[src/common/sab_pkg.sv]
package sab_pkg;

    // Register offsets on the plain register port
    localparam logic [1:0] SAB_OFS_CTL = 2'h0;
    localparam logic [1:0] SAB_OFS_CNT = 2'h1;
    localparam logic [1:0] SAB_OFS_CFG = 2'h2;

    // Control/status field positions
    localparam int SAB_CTL_MODE_HI = 7;
    localparam int SAB_CTL_MODE_LO = 6;
    localparam int SAB_CTL_LOST = 5;
    localparam int SAB_CTL_CLKSEL = 4;
    localparam int SAB_CTL_DONE = 3;
    localparam int SAB_CTL_RUN = 2;
    localparam int SAB_CTL_OVF = 1;
    localparam int SAB_CTL_MSB = 0;

    // Configuration field position
    localparam int SAB_CFG_PSRC = 0;

    // Mode codes
    localparam logic [1:0] SAB_MODE_IDLE = 2'h0;
    localparam logic [1:0] SAB_MODE_MEAS = 2'h1;
    localparam logic [1:0] SAB_MODE_ARB = 2'h2;

    // Reset values
    localparam logic [1:0] SAB_RST_MODE = 2'h0;
    localparam logic SAB_RST_CLKSEL = 1'b0;
    localparam logic SAB_RST_PSRC = 1'b0;
    localparam logic [8:0] SAB_RST_CNT = 9'h000;
    localparam logic [7:0] SAB_RST_RDATA = 8'h00;

    // Timing counts
    localparam logic [1:0] SAB_DIV4_LAST = 2'h3;
    localparam logic [8:0] SAB_SMP_QBUS = 9'h038;
    localparam logic [8:0] SAB_SMP_PRESC = 9'h008;

    typedef enum logic [2:0] {
        SAB_ST_IDLE,
        SAB_ST_MEAS_WAIT,
        SAB_ST_MEAS_RUN,
        SAB_ST_MEAS_DONE,
        SAB_ST_ARB_WAIT,
        SAB_ST_ARB_RUN
    } sab_state_e;

endpackage

[src/rtl/sab_top.sv]
// Implementation choices: strobed register access and the register offsets.
`timescale 1ns/1ps
// Overview of operation
// RULE1: Nine-bit counter plus separate overflow bit.
// RULE2: Mode field: idle, measure, arbitrate; 11 reserved.
// RULE3: Mode 00 holds counter reset while selected.
// RULE4: Clock select: half prescaler or quarter bus.
// RULE5: Prescaler source bit picks bus or quad clock.
// RULE6: Lost flag cleared by writing upper mode zero.
// RULE7: Done flag set on finish, cleared by write.
// RULE8: Running flag shows counter counting or stopped.
// RULE9: Overflow flag set on wrap, cleared by write.
// RULE10: Counter MSB readable, cleared by control write.
// RULE11: Low count bits readable, cleared by write.
// RULE12: Quarter-clock measure: falling edge to falling edge.
// RULE13: Running between edges, done at second fall.
// RULE14: Prescaler measure starts while receive line low.
// RULE15: Prescaler measure stops at next rising edge.
// RULE16: Arbitration restarts counter on transmit rising edge.
// RULE17: Sample receive at 38 or 08; low sets lost.
// RULE18: Lost flag forces transmit pin high.
// RULE19: Transmit low before receive low restarts arbitration.
// RULE20: Reads have no side effects.
module sab_top
    import sab_pkg::*;
(
    input wire logic clk,
    input wire logic nrst,
    input wire logic [1:0] reg_addr,
    input wire logic [7:0] reg_wdata,
    input wire logic reg_wr,
    input wire logic reg_rd,
    output logic [7:0] reg_rdata,
    input wire logic rx_pin,
    input wire logic tx_shift_out,
    input wire logic presc_tick,
    output logic tx_pin,
    output logic prescaler_src_sel
);

    ////////////////////////////////////////////////////////////////////////////
    // Decode helpers

    function automatic sab_state_e start_state(input logic [1:0] mode);
        unique case (mode)
            SAB_MODE_MEAS: start_state = SAB_ST_MEAS_WAIT;
            SAB_MODE_ARB: start_state = SAB_ST_ARB_WAIT;
            default: start_state = SAB_ST_IDLE;
        endcase
    endfunction

    function automatic logic [8:0] sample_point(input logic sel);
        sample_point = sel ? SAB_SMP_PRESC : SAB_SMP_QBUS;
    endfunction

    ////////////////////////////////////////////////////////////////////////////
    // Registers and signals

    logic [1:0] mode_r;
    logic clk_sel_r;
    logic psrc_r;
    logic lost_r;
    logic lost_nxt;
    logic done_r;
    logic done_nxt;
    logic ovf_r;
    logic ovf_nxt;
    logic [8:0] cnt_r;
    logic [8:0] cnt_nxt;
    logic [9:0] cnt_inc;
    sab_state_e state_r;
    sab_state_e state_nxt;
    logic rx_s1_r;
    logic rx_s2_r;
    logic rx_s3_r;
    logic rx_level_r;
    logic tx_prev_r;
    logic [1:0] div4_r;
    logic presc_half_r;
    logic rx_low_seen_r;
    logic sampled_r;
    logic [7:0] rdata_r;
    logic tx_pin_r;

    logic ctl_wr;
    logic cfg_wr;
    logic rx_stable;
    logic rx_fall;
    logic rx_rise;
    logic tx_rise;
    logic tx_fall;
    logic tick;
    logic running;
    logic cnt_clr;
    logic done_set;
    logic sample_hit;
    logic abort_bit;

    assign ctl_wr = reg_wr && (reg_addr == SAB_OFS_CTL);
    assign cfg_wr = reg_wr && (reg_addr == SAB_OFS_CFG);

    ////////////////////////////////////////////////////////////////////////////
    // Receive pin synchroniser and edges

    always_ff @(posedge clk or negedge nrst) begin
        if (!nrst) begin
            rx_s1_r <= 1'b1;
            rx_s2_r <= 1'b1;
            rx_s3_r <= 1'b1;
        end else begin
            rx_s1_r <= rx_pin;
            rx_s2_r <= rx_s1_r;
            rx_s3_r <= rx_s2_r;
        end
    end

    // Level only moves once the last two stages agree
    assign rx_stable = (rx_s2_r == rx_s3_r);
    assign rx_fall = rx_stable && rx_level_r && !rx_s2_r;
    assign rx_rise = rx_stable && !rx_level_r && rx_s2_r;

    always_ff @(posedge clk or negedge nrst) begin
        if (!nrst) begin
            rx_level_r <= 1'b1;
        end else if (rx_stable) begin
            rx_level_r <= rx_s2_r;
        end
    end

    // Transmit shift output is on our clock, no synchroniser
    always_ff @(posedge clk or negedge nrst) begin
        if (!nrst) begin
            tx_prev_r <= 1'b1;
        end else begin
            tx_prev_r <= tx_shift_out;
        end
    end

    assign tx_rise = tx_shift_out && !tx_prev_r;
    assign tx_fall = !tx_shift_out && tx_prev_r;

    ////////////////////////////////////////////////////////////////////////////
    // Counter clock sources

    always_ff @(posedge clk or negedge nrst) begin
        if (!nrst) begin
            div4_r <= 2'h0;
        end else begin
            div4_r <= div4_r + 2'h1;
        end
    end

    // Halves the prescaler pulse stream
    always_ff @(posedge clk or negedge nrst) begin
        if (!nrst) begin
            presc_half_r <= 1'b0;
        end else if (presc_tick) begin
            presc_half_r <= !presc_half_r;
        end
    end

    assign tick = clk_sel_r ? (presc_tick && presc_half_r)
                            : (div4_r == SAB_DIV4_LAST); // [RULE4]

    ////////////////////////////////////////////////////////////////////////////
    // Software registers

    always_ff @(posedge clk or negedge nrst) begin
        if (!nrst) begin
            mode_r <= SAB_RST_MODE;
            clk_sel_r <= SAB_RST_CLKSEL;
        end else if (ctl_wr) begin
            mode_r <= reg_wdata[SAB_CTL_MODE_HI:SAB_CTL_MODE_LO]; // [RULE2]
            clk_sel_r <= reg_wdata[SAB_CTL_CLKSEL]; // [RULE4]
        end
    end

    // Source bit steers the external prescaler
    always_ff @(posedge clk or negedge nrst) begin
        if (!nrst) begin
            psrc_r <= SAB_RST_PSRC;
        end else if (cfg_wr) begin
            psrc_r <= reg_wdata[SAB_CFG_PSRC]; // [RULE5]
        end
    end

    ////////////////////////////////////////////////////////////////////////////
    // Mode sequencer

    always_comb begin
        state_nxt = state_r;
        cnt_clr = 1'b0;
        done_set = 1'b0;
        abort_bit = 1'b0;
        unique case (state_r)
            SAB_ST_IDLE: begin
                cnt_clr = 1'b1; // [RULE3]
            end
            SAB_ST_MEAS_WAIT: begin
                if (clk_sel_r ? !rx_level_r : rx_fall) begin
                    state_nxt = SAB_ST_MEAS_RUN; // [RULE12] [RULE14]
                end
            end
            SAB_ST_MEAS_RUN: begin
                if (clk_sel_r ? rx_rise : rx_fall) begin
                    state_nxt = SAB_ST_MEAS_DONE; // [RULE12] [RULE15]
                    done_set = 1'b1; // [RULE13]
                end
            end
            SAB_ST_MEAS_DONE: begin
                state_nxt = SAB_ST_MEAS_DONE;
            end
            SAB_ST_ARB_WAIT: begin
                if (tx_rise) begin
                    state_nxt = SAB_ST_ARB_RUN;
                    cnt_clr = 1'b1; // [RULE16]
                end
            end
            SAB_ST_ARB_RUN: begin
                if (tx_rise) begin
                    cnt_clr = 1'b1; // [RULE16]
                end else if (tx_fall && !rx_low_seen_r && rx_level_r) begin
                    state_nxt = SAB_ST_ARB_WAIT; // [RULE19]
                    cnt_clr = 1'b1;
                    abort_bit = 1'b1;
                end
            end
            default: begin
                state_nxt = SAB_ST_IDLE;
            end
        endcase
        // A control write restarts whatever mode it selects
        if (ctl_wr) begin
            state_nxt = start_state(reg_wdata[SAB_CTL_MODE_HI:SAB_CTL_MODE_LO]); // [RULE2]
        end
    end

    always_ff @(posedge clk or negedge nrst) begin
        if (!nrst) begin
            state_r <= SAB_ST_IDLE;
        end else begin
            state_r <= state_nxt;
        end
    end

    assign running = (state_r == SAB_ST_MEAS_RUN) || (state_r == SAB_ST_ARB_RUN); // [RULE8]

    ////////////////////////////////////////////////////////////////////////////
    // Counter with overflow

    assign cnt_inc = {1'b0, cnt_r} + 10'h001;

    always_comb begin
        cnt_nxt = cnt_r;
        ovf_nxt = ovf_r;
        if (ctl_wr || cnt_clr) begin
            cnt_nxt = SAB_RST_CNT; // [RULE10] [RULE11] [RULE3]
        end else if (running && tick) begin
            cnt_nxt = cnt_inc[8:0]; // [RULE1]
        end
        // Overflow event beats a clearing write
        if (!cnt_clr && running && tick && cnt_inc[9]) begin
            ovf_nxt = 1'b1; // [RULE9]
        end else if (ctl_wr) begin
            ovf_nxt = 1'b0; // [RULE9]
        end
    end

    always_ff @(posedge clk or negedge nrst) begin
        if (!nrst) begin
            cnt_r <= SAB_RST_CNT;
            ovf_r <= 1'b0;
        end else begin
            cnt_r <= cnt_nxt;
            ovf_r <= ovf_nxt;
        end
    end

    ////////////////////////////////////////////////////////////////////////////
    // Measurement finish flag

    // A finish in the clearing cycle survives the write; the set wins
    assign done_nxt = done_set || (done_r && !ctl_wr); // [RULE7]

    always_ff @(posedge clk or negedge nrst) begin
        if (!nrst) begin
            done_r <= 1'b0;
        end else begin
            done_r <= done_nxt;
        end
    end

    ////////////////////////////////////////////////////////////////////////////
    // Arbitration sampling

    always_ff @(posedge clk or negedge nrst) begin
        if (!nrst) begin
            rx_low_seen_r <= 1'b0;
        end else if (ctl_wr || tx_rise || abort_bit) begin
            rx_low_seen_r <= 1'b0;
        end else if (state_r == SAB_ST_ARB_RUN && !rx_level_r) begin
            rx_low_seen_r <= 1'b1; // [RULE19]
        end
    end

    // One static look per bit, at the first cycle of the sample count
    assign sample_hit = (state_r == SAB_ST_ARB_RUN) && !sampled_r &&
                        (cnt_r == sample_point(clk_sel_r)); // [RULE17]

    always_ff @(posedge clk or negedge nrst) begin
        if (!nrst) begin
            sampled_r <= 1'b0;
        end else if (ctl_wr || cnt_clr) begin
            sampled_r <= 1'b0;
        end else if (sample_hit) begin
            sampled_r <= 1'b1;
        end
    end

    // Loss seen in the clearing cycle survives the write
    assign lost_nxt = (sample_hit && !rx_level_r) ||
                      (lost_r && !(ctl_wr && !reg_wdata[SAB_CTL_MODE_HI])); // [RULE6] [RULE17]

    always_ff @(posedge clk or negedge nrst) begin
        if (!nrst) begin
            lost_r <= 1'b0;
        end else begin
            lost_r <= lost_nxt;
        end
    end

    ////////////////////////////////////////////////////////////////////////////
    // Outputs

    always_ff @(posedge clk or negedge nrst) begin
        if (!nrst) begin
            tx_pin_r <= 1'b1;
        end else begin
            tx_pin_r <= tx_shift_out || lost_nxt; // [RULE18]
        end
    end

    // Read path is pure observation
    always_ff @(posedge clk or negedge nrst) begin
        if (!nrst) begin
            rdata_r <= SAB_RST_RDATA;
        end else if (reg_rd) begin
            unique case (reg_addr)
                SAB_OFS_CTL: rdata_r <= {mode_r, lost_r, clk_sel_r, done_r,
                                         running, ovf_r, cnt_r[8]}; // [RULE10] [RULE20]
                SAB_OFS_CNT: rdata_r <= cnt_r[7:0]; // [RULE11] [RULE20]
                SAB_OFS_CFG: rdata_r <= {7'h00, psrc_r};
                default: rdata_r <= SAB_RST_RDATA;
            endcase
        end else begin
            rdata_r <= SAB_RST_RDATA;
        end
    end

    assign reg_rdata = rdata_r;
    assign tx_pin = tx_pin_r;
    assign prescaler_src_sel = psrc_r;
endmodule

[config.mk]
export PLATFORM = sky130hd
export DESIGN_NAME = sab_top
export DESIGN_NICKNAME = d
export VERILOG_FILES = /design/src/common/sab_pkg.sv /design/src/rtl/sab_top.sv
export SDC_FILE = /design/constraint.sdc
export NUM_CORES = 1
export LEC_CHECK = 0
export ABC_AREA = 1
export BUFFER_PORTS_ARGS = -buffer_cell sky130_fd_sc_hd__buf_2
export CAP_MARGIN = 25
export CORE_ASPECT_RATIO = 1.4
export CORE_MARGIN = 4
export CORE_UTILIZATION = 55
export CTS_CLUSTER_SIZE = 24
export DETAILED_ROUTE_END_ITERATION = 16
export HOLD_SLACK_MARGIN = 0.12
export PLACE_DENSITY = 0.77
export SYNTH_ARGS = -nofsm -noshare
export SYNTH_HDL_FRONTEND = slang
export SYNTH_SLANG_ARGS = --single-unit
[constraint.sdc]
create_clock -name clk -period 3.29 [get_ports clk]
set_clock_uncertainty 0.05 [all_clocks]
set_input_delay 0.1645 -clock clk [delete_from_list [all_inputs] [get_ports clk]]
set_output_delay 0.1645 -clock clk [all_outputs]
set_load 0.02 [all_outputs]
==> metrics.txt <==
Final Power=1.34 mW; Worst path top cell family by delay=simple AND/OR/NAND/NOR gates; Setup CP Type=flop to flop; Avg WL per Cell=13.3 um; vias in the first global route=1637; final hold viol count=0; share of cells above drive strength 1=23.0%; post-DP HPWL=3.01 mm; die area=4650 sq um; antenna cell count=0; most used flip-flop cell after synthesis=dfrtp_1; Reg power frac=40.8%; initial core utilization=57.8%; CTS sink cnt=38; Hold Crit Class=primary input to flop; clk slew on worst S/H paths=70 ps; final WL=4.19 mm; Worst Setup SP=cnt_r[1]; Least-Margin Pin Slew=826 ps; peak supply drop=0.452 mV; max-slew violations=0; drt pass-1 iters=4; Post-synth EDFFs=0; htree depth=2; CTS max path bufs=2; LEAKAGE=1.14 nW; sw power=0.409 mW; GRT Util Overall=20.0%; fin nets=293; reg2reg setup slack=1650 ps; CP endpoint kind=flop; sequential area share after synthesis=48.2%; grt total ovfl=0; largest net degree at the start of global routing=39; Root Buffer=clkbuf_8; Netlist cell types=33; # DRC=0; GP Congestion=0.841; crit-path most repeated cell=nand3_1; switch share=30.4%; Comb pwr share=22.7%; ANT nets after route=0; row cnt=25; crit path cell chain=ha_1 -> nand3_1 -> nor4_1 -> nand3_1 -> nand2_1 -> nor2_2; Buf/Inv on CP=0; CP Max Fanout=4; CTS tree=yes; fin crit share=49.9%; First DRT Iteration DRCs=52; crit path time final=1640 ps; cts repair resizes=0; Mapped Avg Cell Area=8.35 sq um; status=complete, no violations; critical path's slowest cell=dfrtp_1; Post-synth top cells=nand2_1 (53), dfrtp_1 (32), inv_1 (31); RSZ-0062 raised after global routing=false; crit path DAT=1780 ps; routed via count=1659; max incr delay on CP=420 ps; most common cell in the netlist=nand2_1; P_int=0.936 mW; final setup vio count=0; Reg-to-Reg Start=cnt_r[1]; synthesis-stage register bit count=38; worst skew pair latency=290 ps; Gate Count Post-Synth=238; Startpoint Class=flop; post-CTS setup buffer count=0; Syn Nets=258; width of the die=58.8 um; Pwr Density=571 nW/um^2; clock share of power=36.5%; Synth area leader=dfrtp_1; die height=79.1 um; Ys Warns=0; setup TNS=0 ps; Syn Std Cell Area=1990 sq um; # port buffers=22; synth top area cells=dfrtp_1 (40%), nand2_1 (10%), dfstp_2 (7.9%), inv_1 (5.9%), nand3_1 (5.8%); total I/O pin count=27; Core ar.=3440 sq um; f_max=0.609 GHz; first-pass GRT wire length=7.13 mm; Via density=5.28; share of the synthesized area in the top cell type=40.3%; ys async rst share=100%; Rel. slew slack=44.9%; CP required=3420 ps; area added between synthesis and finish=18.4%; min-delay src=reg_addr[0]; antenna violations before repair=0; Inserted Clock Buffers=5; Max-Cap Viols=0
[final cells by class]
type,instances,area [sq um]
clock inverters,2,60.1
fillers,304,1090
flip-flops and latches,38,958
multi-input cells,164,878
inverters,34,135
repair buffers,30,190
well taps,40,50.0
clock buffers,6,82.6
[power by group through the flow]
stage / sequential [mW] / combinational [mW] / clock [mW]
6_report: 0.549 / 0.305 / 0.490
5_1_grt: 0.554 / 0.342 / 0.517
4_1_cts: 0.548 / 0.307 / 0.494
3_5_place_dp: 0.557 / 0.296 / 0
3_3_place_gp: 0.556 / 0.289 / 0
2_1_floorplan: 0.551 / 0.224 / 0
[layer usage]
metal / track usage (%) / up-vias / part of all wire [%]
met4: 7.26 / 0 / 1.7
li1: - / 831 / -
met2: 34.3 / 37 / 52
met3: 5.20 / 9 / 4.0
met5: 0 / - / 0
met1: 23.4 / 782 / 43
[per-stage QoR]
| step | setup WS [ps] | std cells | util, % | instance area, sq um | hold slack (ps) |
|---|---|---|---|---|---|
| 5_1_grt | 1540 | 314 | 68.4 | 2350 | 167 |
| 4_1_cts | 1720 | 314 | 68.4 | 2350 | 149 |
| 3_5_place_dp | 1750 | 298 | 62.0 | 2130 | 221 |
| 6_report | 1650 | 314 | 68.4 | 2350 | 152 |
| 3_3_place_gp | 1830 | 298 | 62.0 | 2130 | 219 |
| 2_1_floorplan | 1960 | 238 | - | 1990 | -181 |
[final timing paths]
check                      depth (start not counted)            to
setup / recovery                                   6      cnt_r[8]
hold / removal                                     4  reg_rdata[7]
setup reg to reg                                   6      cnt_r[8]
hold reg to reg                                    0       rx_s2_r
max in group asynchronous                          2      cnt_r[8]
min in group asynchronous                          2    state_r[0]
[cells by family (layout without fill, tap and decap cells)]
logic type | after synthesis | after routing | share of synthesized area (%)
buffers and inverters | 36 | 72 | 7.61
adder cells (fa/ha/maj) | 3 | 3 | 1.89
XOR/XNOR | 3 | 3 | 1.32
multiplexers | 1 | 1 | 0.566
AO/OA/AOI/OAI | 29 | 29 | 8.24
AND/OR/NAND/NOR | 128 | 128 | 32.2
flip-flops | 38 | 38 | 48.2
[worst register-to-register path, stage by stage, from the launching register on]
cell and delay, ps:
dfrtp_1 420, ha_1 230, nand3_1 180, nor4_1 380, nand3_1 130, nand2_1 110, nor2_2 30
[state kept, by name, summed over array words and instances, names as in the netlist, 2 cells and up]
name,flops
cnt_r,9
div4_r,2
reg_rdata,8
mode_r,2
state_r,3
[timing repair]
item	4_1_cts	5_1_grt
hold endpoints to repair	40	0
endpoints found under the setup margin	0	0
hold buffers	8	0
[layout by cell type, fill, tap and decap left out]
| master | instances |
|---|---|
| xor2_1 | 2 |
| nor2_1 | 22 |
| bufinv_16 | 2 |
| o21ai_2 | 1 |
| nand2_2 | 4 |
| dlygate4sd3_1 | 8 |
| xnor2_1 | 1 |
| nand4_1 | 5 |
| nor2_2 | 6 |
| buf_2 | 22 |
| ha_1 | 3 |
| inv_4 | 1 |
| nand2_4 | 2 |
| nor2_4 | 3 |
| clkinv_4 | 1 |
| o21ai_1 | 3 |
| nand2_8 | 1 |
| nand2_1 | 53 |
| nor3b_2 | 1 |
| nor3_1 | 4 |
| mux2_2 | 1 |
| dfstp_2 | 6 |
| nor4_1 | 1 |
| dfrtp_1 | 32 |
| and2_1 | 1 |
| inv_2 | 1 |
| nand3_2 | 1 |
| inv_1 | 31 |
| a21oi_2 | 3 |
| o21ai_0 | 8 |
| clkbuf_8 | 6 |
| nand3_4 | 1 |
| a21oi_1 | 13 |
| nand3_1 | 23 |
| a22o_1 | 1 |
Note: power is estimated with default switching activity, not from simulation.
